## src/core/lbpf_consts.svh

```systemverilog
// lbpf_consts.svh: offsets, bit positions and reset values of the pin
// function configuration slice.
// assumes: included by bare name from the design files.
`ifndef LBPF_CONSTS_SVH
`define LBPF_CONSTS_SVH
`define LBPF_OFF_CFG 12'h000
`define LBPF_OFF_STAT 12'h004
`define LBPF_BIT_REQ1_EN 2
`define LBPF_BIT_PAIR1_SEL 3
`define LBPF_BIT_REQ2_EN 4
`define LBPF_BIT_QUAL_EN 5
`define LBPF_BIT_TRIO_SEL 6
`define LBPF_BIT_STRAP_IND 7
`define LBPF_CFG_RST 8'h00
`define LBPF_WR_MASK 8'h7F
`endif

```

## src/core/lbpf_pkg.sv

```systemverilog
// lbpf_pkg.sv: types of the pin function configuration slice.
// assumes: nothing beyond a SystemVerilog compiler.
package lbpf_pkg;
  typedef enum logic [1:0] {
    LBPF_ST_STRAP = 2'b01,
    LBPF_ST_RUN = 2'b10
  } lbpf_state_e;
endpackage

```

## src/core/lbpf_mux_if.sv

```systemverilog
// lbpf_mux_if.sv: configuration bits passed from the register file to mux.
// assumes: one clock domain; driven by lbpf_top.
`timescale 1ns/100ps
`default_nettype none
interface lbpf_mux_if;
  logic req1_en;
  logic pair1_sel;
  logic req2_en;
  logic qual_en;
  logic trio_sel;
  modport regs (output req1_en, pair1_sel, req2_en, qual_en, trio_sel);
  modport mux (input req1_en, pair1_sel, req2_en, qual_en, trio_sel);
endinterface
`default_nettype wire

```

## src/core/lbpf_mux.sv

```systemverilog
// lbpf_mux.sv: combinational routing of the shared pins.
// assumes: config bits from lbpf_top through lbpf_mux_if.
`timescale 1ns/100ps
`default_nettype none
module lbpf_mux (
  lbpf_mux_if.mux cfg,
  input wire logic slow_n,
  input wire logic flush_n,
  input wire logic [2:0] upper_addr,
  input wire logic grant1_n,
  input wire logic grant2_n,
  input wire logic io_addr_hit,
  input wire logic [2:0] trio_in,
  input wire logic [1:0] pair_in,
  output logic [1:0] pair_out,
  output logic [1:0] pair_oe_n,
  output logic [2:0] trio_out,
  output logic [2:0] trio_oe_n,
  output logic req1_n,
  output logic req2_n,
  output logic io_decode
);
  always_comb begin
    // pair0 carries slow-down or request 1 (input), pair1 flush or grant 1
    if (cfg.pair1_sel) begin
      pair_out = {grant1_n, 1'b1};
      pair_oe_n = 2'b01;
    end else begin
      pair_out = {flush_n, slow_n};
      pair_oe_n = 2'b00;
    end
    if (cfg.trio_sel) begin
      trio_out = {1'b1, grant2_n, 1'b1};
      trio_oe_n = 3'b101;
    end else begin
      trio_out = upper_addr;
      trio_oe_n = 3'b000;
    end
    req1_n = ~(cfg.req1_en & cfg.pair1_sel & ~pair_in[0]);
    req2_n = ~(cfg.req2_en & cfg.trio_sel & ~trio_in[0]);
    // qualifier only counts when routed onto its pin
    if (cfg.qual_en && cfg.trio_sel) begin
      io_decode = io_addr_hit & ~trio_in[2];
    end else begin
      io_decode = io_addr_hit;
    end
  end
endmodule
`default_nettype wire

```

## src/core/lbpf_top.sv

```systemverilog
// lbpf_top.sv: APB register slice selecting shared pin functions.
// assumes: APB master on pclk; strap pin settled when presetn releases.
//
// Contract
// - bit 2 enables request 1 input, only while bit 3 is set
// - bit 3 picks slow-down/flush (0) or request/grant 1 (1)
// - bit 4 enables request 2 input, only while bit 6 is set
// - bit 5 set makes internal io decode also need qualifier low
// - qualifier enable only works while bit 6 is set
// - bit 6 picks upper address bits (0) or request/grant 2 + qualifier
// - bit 6 loads inverted grant strap at power-up, software may rewrite
// - bit 7 is read-only inverted strap latched at power-up
// - indicator 0 means strap high, 1 means strap low
`timescale 1ns/100ps
`default_nettype none
`include "lbpf_consts.svh"
module lbpf_top (
  input wire logic pclk,
  input wire logic presetn,
  input wire logic psel,
  input wire logic penable,
  input wire logic pwrite,
  input wire logic [11:0] paddr,
  input wire logic [31:0] pwdata,
  input wire logic [3:0] pstrb,
  output logic [31:0] prdata,
  output logic pready,
  output logic pslverr,
  input wire logic grant_strap_input,
  input wire logic slow_n,
  input wire logic flush_n,
  input wire logic [2:0] upper_system_address_bits,
  input wire logic grant1_n,
  input wire logic grant2_n,
  input wire logic io_addr_hit,
  input wire logic [2:0] trio_in,
  input wire logic [1:0] pair_in,
  output logic [1:0] pair_out,
  output logic [1:0] pair_oe_n,
  output logic [2:0] trio_out,
  output logic [2:0] trio_oe_n,
  output logic req1_n,
  output logic req2_n,
  output logic io_decode
);
  // ==========================================================
  // register state
  lbpf_pkg::lbpf_state_e state_r;
  logic [6:0] cfg_r;
  logic strap_ind_r;
  logic acc;
  logic hit_cfg;
  logic hit_stat;
  lbpf_mux_if mif ();

  assign acc = psel & penable;
  assign hit_cfg = (paddr == `LBPF_OFF_CFG);
  assign hit_stat = (paddr == `LBPF_OFF_STAT);
  assign pready = 1'b1;
  assign pslverr = acc & ~hit_cfg & ~hit_stat;

  // ==========================================================
  // strap capture: one clocked sample right after reset release
  always_ff @(posedge pclk or negedge presetn) begin
    if (!presetn) begin
      state_r <= lbpf_pkg::LBPF_ST_STRAP;
    end else begin
      state_r <= lbpf_pkg::LBPF_ST_RUN;
    end
  end

  always_ff @(posedge pclk or negedge presetn) begin
    if (!presetn) begin
      strap_ind_r <= 1'b0;
    end else if (state_r == lbpf_pkg::LBPF_ST_STRAP) begin
      strap_ind_r <= ~grant_strap_input;
    end
  end

  // ==========================================================
  // config register
  always_ff @(posedge pclk or negedge presetn) begin
    if (!presetn) begin
      cfg_r <= 7'(`LBPF_CFG_RST);
    end else if (state_r == lbpf_pkg::LBPF_ST_STRAP) begin
      cfg_r[`LBPF_BIT_TRIO_SEL] <= ~grant_strap_input;
    end else if (acc && pwrite && hit_cfg && pstrb[0]) begin
      // bit 7 is the indicator and has no storage here
      cfg_r <= 7'(pwdata[7:0] & `LBPF_WR_MASK);
    end
  end

  // ==========================================================
  // read data, registered on the setup cycle
  always_ff @(posedge pclk or negedge presetn) begin
    if (!presetn) begin
      prdata <= 32'h00000000;
    end else if (psel && !penable && !pwrite) begin
      if (hit_cfg) begin
        prdata <= {24'h000000, strap_ind_r, cfg_r[6:0]};
      end else if (hit_stat) begin
        prdata <= {31'h00000000, strap_ind_r};
      end else begin
        prdata <= 32'h00000000;
      end
    end
  end

  assign mif.req1_en = cfg_r[`LBPF_BIT_REQ1_EN];
  assign mif.pair1_sel = cfg_r[`LBPF_BIT_PAIR1_SEL];
  assign mif.req2_en = cfg_r[`LBPF_BIT_REQ2_EN];
  assign mif.qual_en = cfg_r[`LBPF_BIT_QUAL_EN];
  assign mif.trio_sel = cfg_r[`LBPF_BIT_TRIO_SEL];

  lbpf_mux u_mux (
    .cfg(mif.mux),
    .slow_n(slow_n),
    .flush_n(flush_n),
    .upper_addr(upper_system_address_bits),
    .grant1_n(grant1_n),
    .grant2_n(grant2_n),
    .io_addr_hit(io_addr_hit),
    .trio_in(trio_in),
    .pair_in(pair_in),
    .pair_out(pair_out),
    .pair_oe_n(pair_oe_n),
    .trio_out(trio_out),
    .trio_oe_n(trio_oe_n),
    .req1_n(req1_n),
    .req2_n(req2_n),
    .io_decode(io_decode)
  );
endmodule
`default_nettype wire

```

## config.mk

```make
export PLATFORM = sky130hd
export DESIGN_NAME = lbpf_top
export DESIGN_NICKNAME = d
export VERILOG_FILES = /design/src/core/lbpf_pkg.sv /design/src/core/lbpf_mux_if.sv /design/src/core/lbpf_mux.sv /design/src/core/lbpf_top.sv
export VERILOG_INCLUDE_DIRS = /design/src /design/src/core
export SDC_FILE = /design/constraint.sdc
export NUM_CORES = 1
export LEC_CHECK = 0
export BUFFER_PORTS_ARGS = -buffer_cell sky130_fd_sc_hd__buf_2
export CAP_MARGIN = 20
export CORE_ASPECT_RATIO = 0.9
export CORE_MARGIN = 8
export CORE_UTILIZATION = 36
export CTS_CLUSTER_SIZE = 14
export DETAILED_ROUTE_END_ITERATION = 12
export PLACE_DENSITY_LB_ADDON = 0.25
export SETUP_SLACK_MARGIN = 0.4
export SLEW_MARGIN = 20
export SYNTH_ARGS = -nofsm -noshare
export SYNTH_HDL_FRONTEND = slang
export SYNTH_SLANG_ARGS = --single-unit
```

## constraint.sdc

```tcl
create_clock -name pclk -period 3.55 [get_ports pclk]
set_clock_uncertainty 0.2 [all_clocks]
set_input_delay 0.355 -clock pclk [delete_from_list [all_inputs] [get_ports pclk]]
set_output_delay 0.355 -clock pclk [all_outputs]
set_load 0.005 [all_outputs]
```

# == Word level (Yosys, flattened, before mapping) ==
# Index checks and enable logic that the tools add are counted.
# classes
eq_ne,2
n_mux,9
n_bitwise,17
reduce_logical,11
# ops
cell,n
2-to-1 mux 32 bit,1
== test 12 x 3 -> 1 bit (second input constant),1
zero test 12 bit,1
inverter 1 bit,9
bitwise AND 1 bit,8
2-to-1 mux 7 bit,1
logical AND 1 bit,6
2-to-1 mux 3 bit,2
2-to-1 mux 1 bit,4
== test 2 x 1 -> 1 bit (second input constant),1
zero test 1 bit,2
2-to-1 mux 2 bit,1
AND reduction 2 bit,1
nonzero test 2 bit,1
# totals
register_bits,42
in_bits,67

# == Depth between registers and ports, before layout ==
# Gate-level depths: netlist (run 1).
# depth
depth_word,6
ltp_mapped,4

# == Hierarchy ==
# Synthesis (run 1) repeated with hierarchy kept, for this count alone.
# hier_totals
cells_unflattened,94
area_unflattened_um2,1031.0
# modules_own_cells
module,n_inst,cells_per_inst,area_per_inst_um2,seq_area_each_um2
lbpf_top,1,79,919.6,451.7
lbpf_mux,1,15,111.4,0.0

# == Worst setup path before layout (run 1) ==
# OpenSTA, ideal clock, no wires.
# synth_timing
kind,input -> register
from,in paddr[1]
to,reg cfg_r[0]
t_arrival_ns,1.521
required_ns,3.225
path_slack_ns,1.704
stages,4
n_path_buf,0
cell_sequence,nor4_1 nand3_2 nor3_4 mux2_2
# synth_between
elab_chain_cells,4
# synth_lines
element,line,source
from (decl),lbpf_top.sv:23,"input wire logic [11:0] paddr,"
zero test 12 bit (no source line),n/a,
logical AND 1 bit (2 in series),lbpf_top.sv:87,end else if (acc && pwrite && hit_cfg && pstrb[0]) begin
AND reduction 2 bit (no source line),n/a,
to (signal assigned),lbpf_top.sv:84,cfg_r <= 7'(`LBPF_CFG_RST);
"to (signal, indexed assignment)",lbpf_top.sv:86,cfg_r[`LBPF_BIT_TRIO_SEL] <= ~grant_strap_input;
to (signal assigned),lbpf_top.sv:89,cfg_r <= 7'(pwdata[7:0] & `LBPF_WR_MASK);
to (decl),lbpf_top.sv:49,logic [6:0] cfg_r;
# Every way passes these cells.
# A chain may end at the register's enable or synchronous reset.

# == Worst setup path after layout (run 1) ==
# layout_timing
from,in paddr[5]
to,out pslverr
# layout_between
elab_chain_cells,4
word_cells_on_any_way,6
# layout_lines
element,line,source
zero test 12 bit (no source line),n/a,
inverter 1 bit,lbpf_top.sv:60,assign pslverr = acc & ~hit_cfg & ~hit_stat;
bitwise AND 1 bit,lbpf_top.sv:60,
bitwise AND 1 bit *,lbpf_top.sv:60,
to (decl),lbpf_top.sv:28,"output logic pslverr,"
# Mark *: on every way between the ends. The rest lies on a longest branch, timed or not.

==> key figures, run 1 <==
Timing
  • Pins Over Slew Limit: 0
  • Endpoints failing setup: 0
  • Count of final hold-check violations: 0
  • Period utilization: 0.530
  • Max Clk Rate: 531 MHz
  • RSZ-0062 raised after global routing: no
  • Min Tclk post-route: 1.88 ns
  • Setup TNS: 0 ns

Critical path
  • Worst Path Max Fanout: 6
  • Worst Path Required: 2.99 ns
  • Worst Reg-to-Reg Cells: 3
  • Crit. End Element: output port
  • Worst EP arrival: 1.33 ns
  • CP Launch Type: primary input
  • CP Class: in -> out

Logic synthesis
  • Synth Area per Inst: 11.0 sq um
  • Yosys reg bits: 18
  • Total of warnings raised by yosys: 0
  • Synthesized area: 0.00102 sq mm
  • Count of different cell masters after synthesis: 24
  • Cell count after synthesis: 93
  • Register area share after synthesis: 0.441

Floorplanning
  • Standard-cell rows: 18
  • Ports: 114
  • Starting Density: 0.376
  • Die width: 72.2 microns
  • Die ar.: 0.00481 sq mm
  • Core area: 0.00273 sq mm
  • Die Span Y: 66.6 microns

Power and ir drop
  • Pwr Total: 397 uW
  • Worst IR Drop VDD: 0.255 mV
  • LEAKAGE: 0.000707 uW
  • Pwr/cell area: 311 mW/mm^2

Final layout
  • Layout cell share with drive strength beyond 1: 0.503
  • Synth-to-layout area growth: 24.7%
  • Fill count: 269
  • Most frequent cells in the layout: buf_2 (56), conb_1 (29), dfrtp_1 (17)
  • Commonest non-fill, non-tap cell in the layout: buf_2
  • Antenna cells: 0
  • Fin nets: 219

Drt
  • Routed len/inst: 12.4 microns
  • Total Wirelength: 2.37 mm
  • First-pass detailed-route iteration total: 3
  • Vias per inst: 4.15
  • Drt drc: 0
  • Via count: 792
  • DR iter-0 viols: 6
  • Post-DRT Antenna Nets: 0

Worst hold path
  • Hold WC Path Type: in -> reg
  • Hold depth: 2

CTS
  • Num CTS Buffers: 3
  • CTS sink count: 18
  • CTS root buf: clkbuf_4
  • H-tree depth: 1
  • CTS tree: yes
  • Worst-skew pair later-pin latency: 0.30 ns
  • Clock transition at the registers of the reported paths: 0.10 ns
  • Max clock buf depth: 2

Place
  • Post-DP HPWL: 2.02 mm
  • Final Wtd Congestion: 0.661
  • Port buffer count: 56

Global routing
  • Largest net degree at the start of global routing: 19
  • Initial antenna violation count: 0
  • GRT Total Usage: 0.0935
  • Vias in the first global route: 830
  • First-pass GRT wire length: 3.61 mm
  • Grt ovf: 0

Run
  • Max Cap Viol: 0

Status
  • Status: finished, final reports clean
## registers in the layout (all words and copies together) (netlist names)
| signal | cells |
|---|---|
| cfg_r | 7 |
| strap_ind_r | 1 |
| state_r | 2 |
| prdata | 8 |
## metal layers
layer / GRT usage / routed length, microns / share of wire / up-vias
met5: 0 / 0 / 0 / -
met4: 0.0229 / 16 / 0.0068 / 0
met3: 0.0495 / 337 / 0.14 / 2
met2: 0.171 / 1120 / 0.47 / 47
met1: 0.0904 / 893 / 0.38 / 361
li1: - / - / - / 382
## path summary, 6_finish.rpt
kind                                  from    endpoint  slack (ns)
worst max-delay path              paddr[5]     pslverr        1.67
worst min-delay path             pwdata[4]    cfg_r[4]        0.08
worst max register to register  state_r[0]    cfg_r[5]        1.96
worst min register to register   prdata[0]   prdata[0]        0.29
max in group asynchronous          presetn  state_r[0]        2.52
min in group asynchronous          presetn    cfg_r[1]        0.31
## power breakdown
group	total, uW	switching [uW]	internal [uW]
clock network	126	63.4	62.6
logic	57.0	28.1	29.0
registers	214	4.75	209
## worst max-delay path: stages
cell     delay (ns)
buf_2          0.10
nor4_1         0.31
nand3_2        0.21
and3_1         0.23
buf_2          0.12
## cell usage after synthesis (all sizes together)
| master | number | area share |
|---|---|---|
| nand4 | 1 | 0.0061 |
| and3 | 1 | 0.0061 |
| nor2b | 1 | 0.0061 |
| a22o | 7 | 0.060 |
| o31a | 1 | 0.0086 |
| nand2 | 3 | 0.011 |
| o21a | 2 | 0.015 |
| dfrtp | 17 | 0.42 |
| conb | 2 | 0.0073 |
| nand3b | 2 | 0.015 |
| nor4 | 2 | 0.012 |
| nor2 | 1 | 0.0037 |
| o31ai | 1 | 0.0073 |
| dfstp | 1 | 0.026 |
| buf | 30 | 0.22 |
| inv | 2 | 0.0073 |
| or2 | 4 | 0.024 |
| mux2 | 8 | 0.088 |
| nand3 | 1 | 0.0098 |
| mux2i | 1 | 0.0098 |
| a31oi | 1 | 0.0061 |
| nor3 | 4 | 0.035 |
## timing repair
action / 4_1_cts / 5_1_grt
hold buffers: 1 / 0
gates resized for setup: 0 / 0
buffers inserted: 0 / 0
endpoints found under the hold margin: 17 / 0
## logic make-up (layout without fill, tap and decap cells)
logic type	Yosys count	in the layout	share of synthesized area
other	2	29	0.00734
multiplexers	9	9	0.0978
AO/OA/AOI/OAI	12	12	0.0966
buffers and inverters	32	63	0.227
flip-flops	18	18	0.441
AND/OR/NAND/NOR	20	20	0.130
## final cells by class
class	count	area, sq um	area share
clock buffer	4	36.3	0.0284
inverter	2	7.51	0.00588
multi-input combinational	70	440	0.345
sequential	18	452	0.354
tap	40	50.0	0.0392
timing repair buffer	57	290	0.227
## through the flow
stage	std cells	instance area (sq um)	utilization	worst slack, ns	hold WS, ns
final	191	1280	0.468	1.67	0.0834
after global routing	191	1280	0.468	1.56	0.0777
after CTS	191	1280	0.468	1.65	0.0756
after detailed placement	186	1230	0.451	1.44	0.106
after global placement	186	1230	0.451	1.46	0.0956
after floorplan	120	1120	-	1.70	-0.141
(Power assumes the default switching activity.)
==> inputs of run 2 (changes only) <==
ABC_AREA = 1   (was not set)
CORE_UTILIZATION = 32   (was 36)
clock period = 1.5 ns   (was 3.55 ns; I/O delays follow)
==> key figures, run 2 <==
Global routing
  • GRT Total Usage: 0.108 (was 0.0935)
  • Initial antenna violation count: 0 (unchanged)
  • Largest net degree at the start of global routing: 19 (unchanged)
  • Grt met3 use: 0.0457 (was 0.0495)
  • First-pass GRT wire length: 5.04 mm (was 3.61 mm)
  • Grt ovf: 0 (unchanged)
  • GR met1 Demand/Resource: 0.110 (was 0.0904)
  • Grt peak-use layer: met2 (unchanged)
  • Met2 usage: 0.204 (was 0.171)
  • Vias in the first global route: 1126 (was 830)

Critical path
  • CP top delay family: flip-flops (was simple AND/OR/NAND/NOR gates)
  • Critical Path, Cell by Cell: or2_4 > buf_2 (was buf_2 > nor4_1 > nand3_2 > and3_1 > buf_2)
  • CP Launch Type: flop (was primary input)
  • Worst Path Required: 1.15 ns (was 2.99 ns)
  • Crit. End Element: output port (unchanged)
  • CP max stage cell: dfrtp_2 (was nor4_1)
  • Number of buffers and inverters on the critical path: 1 (was 2)
  • Reg2Reg Setup Slack: 0.18 ns (was 1.96 ns)
  • Worst Path Max Fanout: 7 (was 6)
  • Slowest stage delay, CP: 0.48 ns (was 0.31 ns)
  • Worst EP arrival: 1.10 ns (was 1.33 ns)
  • CP Class: reg -> out (was in -> out)

CTS
  • Worst-skew pair later-pin latency: 0.25 ns (was 0.30 ns)
  • H-tree depth: 1 (unchanged)
  • Max clock buf depth: 2 (unchanged)
  • Num CTS Buffers: 3 (unchanged)
  • CTS root buf: clkbuf_8 (was clkbuf_4)
  • Clock transition at the registers of the reported paths: 0.07 ns (was 0.10 ns)
  • CTS tree: yes (unchanged)
  • CTS sink count: 18 (unchanged)

Timing
  • Setup TNS: 0 ns (unchanged)
  • Count of final hold-check violations: 0 (unchanged)
  • Period utilization: 0.967
  • Min Tclk post-route: 1.45 ns
  • Endpoints failing setup: 0 (unchanged)
  • RSZ-0062 raised after global routing: yes (was no)
  • Max Clk Rate: 690 MHz
  • Pins Over Slew Limit: 0 (unchanged)

Floorplanning
  • Die width: 78.4 microns (was 72.2 microns)
  • Ports: 114 (unchanged)
  • Starting Density: 0.332 (was 0.376)
  • Die ar.: 0.00566 sq mm (was 0.00481 sq mm)
  • Die Span Y: 72.2 microns (was 66.6 microns)
  • Core area: 0.00338 sq mm (was 0.00273 sq mm)
  • Standard-cell rows: 20 (was 18)

Power and ir drop
  • Switch share: 0.246 (was 0.242)
  • Pwr Total: 1140 uW (was 397 uW)
  • Sw Pwr: 281 uW (was 96.2 uW)
  • Worst IR Drop VDD: 0.503 mV (was 0.255 mV)
  • Comb pwr share: 0.207 (was 0.144)
  • LEAKAGE: 0.000999 uW (was 0.000707 uW)
  • P_int: 862 uW (was 301 uW)
  • Clock power frac: 0.346 (was 0.317)
  • Pwr/cell area: 655 mW/mm^2 (was 311 mW/mm^2)
  • Sequential Power Share: 0.448 (was 0.539)

Logic synthesis
  • Yosys reg bits: 18 (unchanged)
  • Count of different cell masters after synthesis: 20 (was 24)
  • Synth Flop Type: dfrtp_1 (unchanged)
  • Synthesized area: 0.00112 sq mm (was 0.00102 sq mm)
  • Synth top area share: 0.379 (was 0.416)
  • Most frequent cells after synthesis: nand2_1 (50), buf_4 (31), dfrtp_1 (17) (was buf_4 (30), dfrtp_1 (17), mux2_2 (8))
  • Synth top area cells: dfrtp_1 (38%), buf_4 (21%), nand2_1 (17%) (was dfrtp_1 (42%), buf_4 (22%), mux2_2 (8.8%))
  • Cell count after synthesis: 145 (was 93)
  • FFs w/ async S/R, synth: 1.00 (unchanged)
  • Synth Area per Inst: 7.73 sq um (was 11.0 sq um)
  • Total of warnings raised by yosys: 0 (unchanged)
  • Largest area contributor in the netlist: dfrtp_1 (unchanged)
  • Register area share after synthesis: 0.403 (was 0.441)
  • Number of synthesized flops with an enable pin: 0 (unchanged)
  • Most frequent cell after synthesis: nand2_1 (was buf_4)

Drt
  • First-pass detailed-route iteration total: 3 (unchanged)
  • Drt drc: 0 (unchanged)
  • Total Wirelength: 3.10 mm (was 2.37 mm)
  • Via count: 1071 (was 792)
  • Routed len/inst: 11.4 microns (was 12.4 microns)
  • DR iter-0 viols: 33 (was 6)
  • Post-DRT Antenna Nets: 0 (unchanged)
  • Vias per inst: 3.95 (was 4.15)

Status
  • Status: finished, final reports clean (unchanged)

Place
  • Post-DP HPWL: 2.31 mm (was 2.02 mm)
  • Port buffer count: 56 (unchanged)
  • Final Wtd Congestion: 0.707 (was 0.661)

Final layout
  • Largest regs: prdata (8), cfg_r (7), state_r (2) (unchanged)
  • Antenna cells: 0 (unchanged)
  • Most frequent cells in the layout: nand2_1 (46), buf_2 (45), conb_1 (29) (was buf_2 (56), conb_1 (29), dfrtp_1 (17))
  • Largest register FFs: 8 (unchanged)
  • Layout cell share with drive strength beyond 1: 0.471 (was 0.503)
  • Fin nets: 295 (was 219)
  • Register with the most flip-flops: prdata (unchanged)
  • Synth-to-layout area growth: 55.8% (was 24.7%)
  • Commonest non-fill, non-tap cell in the layout: nand2_1 (was buf_2)
  • Fill count: 326 (was 269)

Worst hold path
  • Hold WC Path Type: in -> reg (unchanged)

Run
  • Max Cap Viol: 0 (unchanged)
==> run 2: routing by layer <==
layer / vias up / wire length, microns / share of wire
met5: - / 0 / 0
met4: 0 / 6 / 0.0019
met3: 2 / 300 / 0.097
met2: 47 / 1630 / 0.53
met1: 469 / 1160 / 0.38
li1: 553 / - / -
==> run 2: power by group through the flow <==
stage          clock network [uW]  registers, uW  logic (uW)
2_1_floorplan                   0            514         123
4_1_cts                       410            511         207
5_1_grt                       438            513         261
3_3_place_gp                    0            518         144
3_5_place_dp                    0            518         147
6_report                      395            512         236
==> run 2: kinds of logic (layout without fill, tap and decap cells) <==
group	after synthesis	count (layout)	share of synthesized area
compound gates	3	3	0.0145
buf+inv	38	93	0.231
flops	18	18	0.403
mux	1	1	0.0100
other cells	2	29	0.00670
simple gates	83	83	0.335
==> run 2: final timing paths <==
| kind | end | cells past startpoint | start |
|---|---|---|---|
| worst max-delay path | trio_out[2] | 2 | cfg_r[6] |
| worst min-delay path | cfg_r[6] | 5 | paddr[2] |
| worst max register to register | cfg_r[0] | 6 | state_r[0] |
| worst min register to register | cfg_r[1] | 2 | cfg_r[1] |
| max in group asynchronous | state_r[0] | 2 | presetn |
| min in group asynchronous | state_r[1] | 2 | presetn |
==> run 2: worst register-to-register path, cell delays in order (launching register included) <==
cell and delay [ns]:
dfstp_2 0.52, inv_2 0.04, nor2_4 0.10, inv_2 0.05, nand4_1 0.18, nand2_1 0.10, nand2_1 0.07
==> run 2: area by class of cell <==
type / count / area, sq um / share of cell area
clock buffers: 4 / 55.1 / 0.0315
multi-input cells: 116 / 583 / 0.334
flip-flops and latches: 18 / 453 / 0.259
repair buffers: 82 / 574 / 0.329
inverters: 7 / 26.3 / 0.0150
well taps: 44 / 55.1 / 0.0315
==> run 2: stage by stage <==
step | worst slack [ns] | instance area (sq um) | hold slack (ns) | util | cells
floorplan | 0.242 | 1230 | -0.346 | - | 172
global placement | 0.108 | 1340 | -0.0976 | 0.396 | 242
detailed placement | 0.102 | 1340 | -0.0930 | 0.396 | 242
CTS | 0.0468 | 1660 | 0.0996 | 0.491 | 267
global route | 0.00439 | 1750 | 0.117 | 0.517 | 271
finish | 0.0502 | 1750 | 0.0994 | 0.517 | 271
==> run 2: repair_timing <==
action / 4_1_cts / 5_1_grt
pin swaps: 17 / 10
resized for setup: 23 / 15
setup endpoints to repair: 28 / 34
endpoints found under the hold margin: 26 / 0
hold buffers: 9 / 0
gates cloned: 0 / 0
buffers inserted: 12 / 4
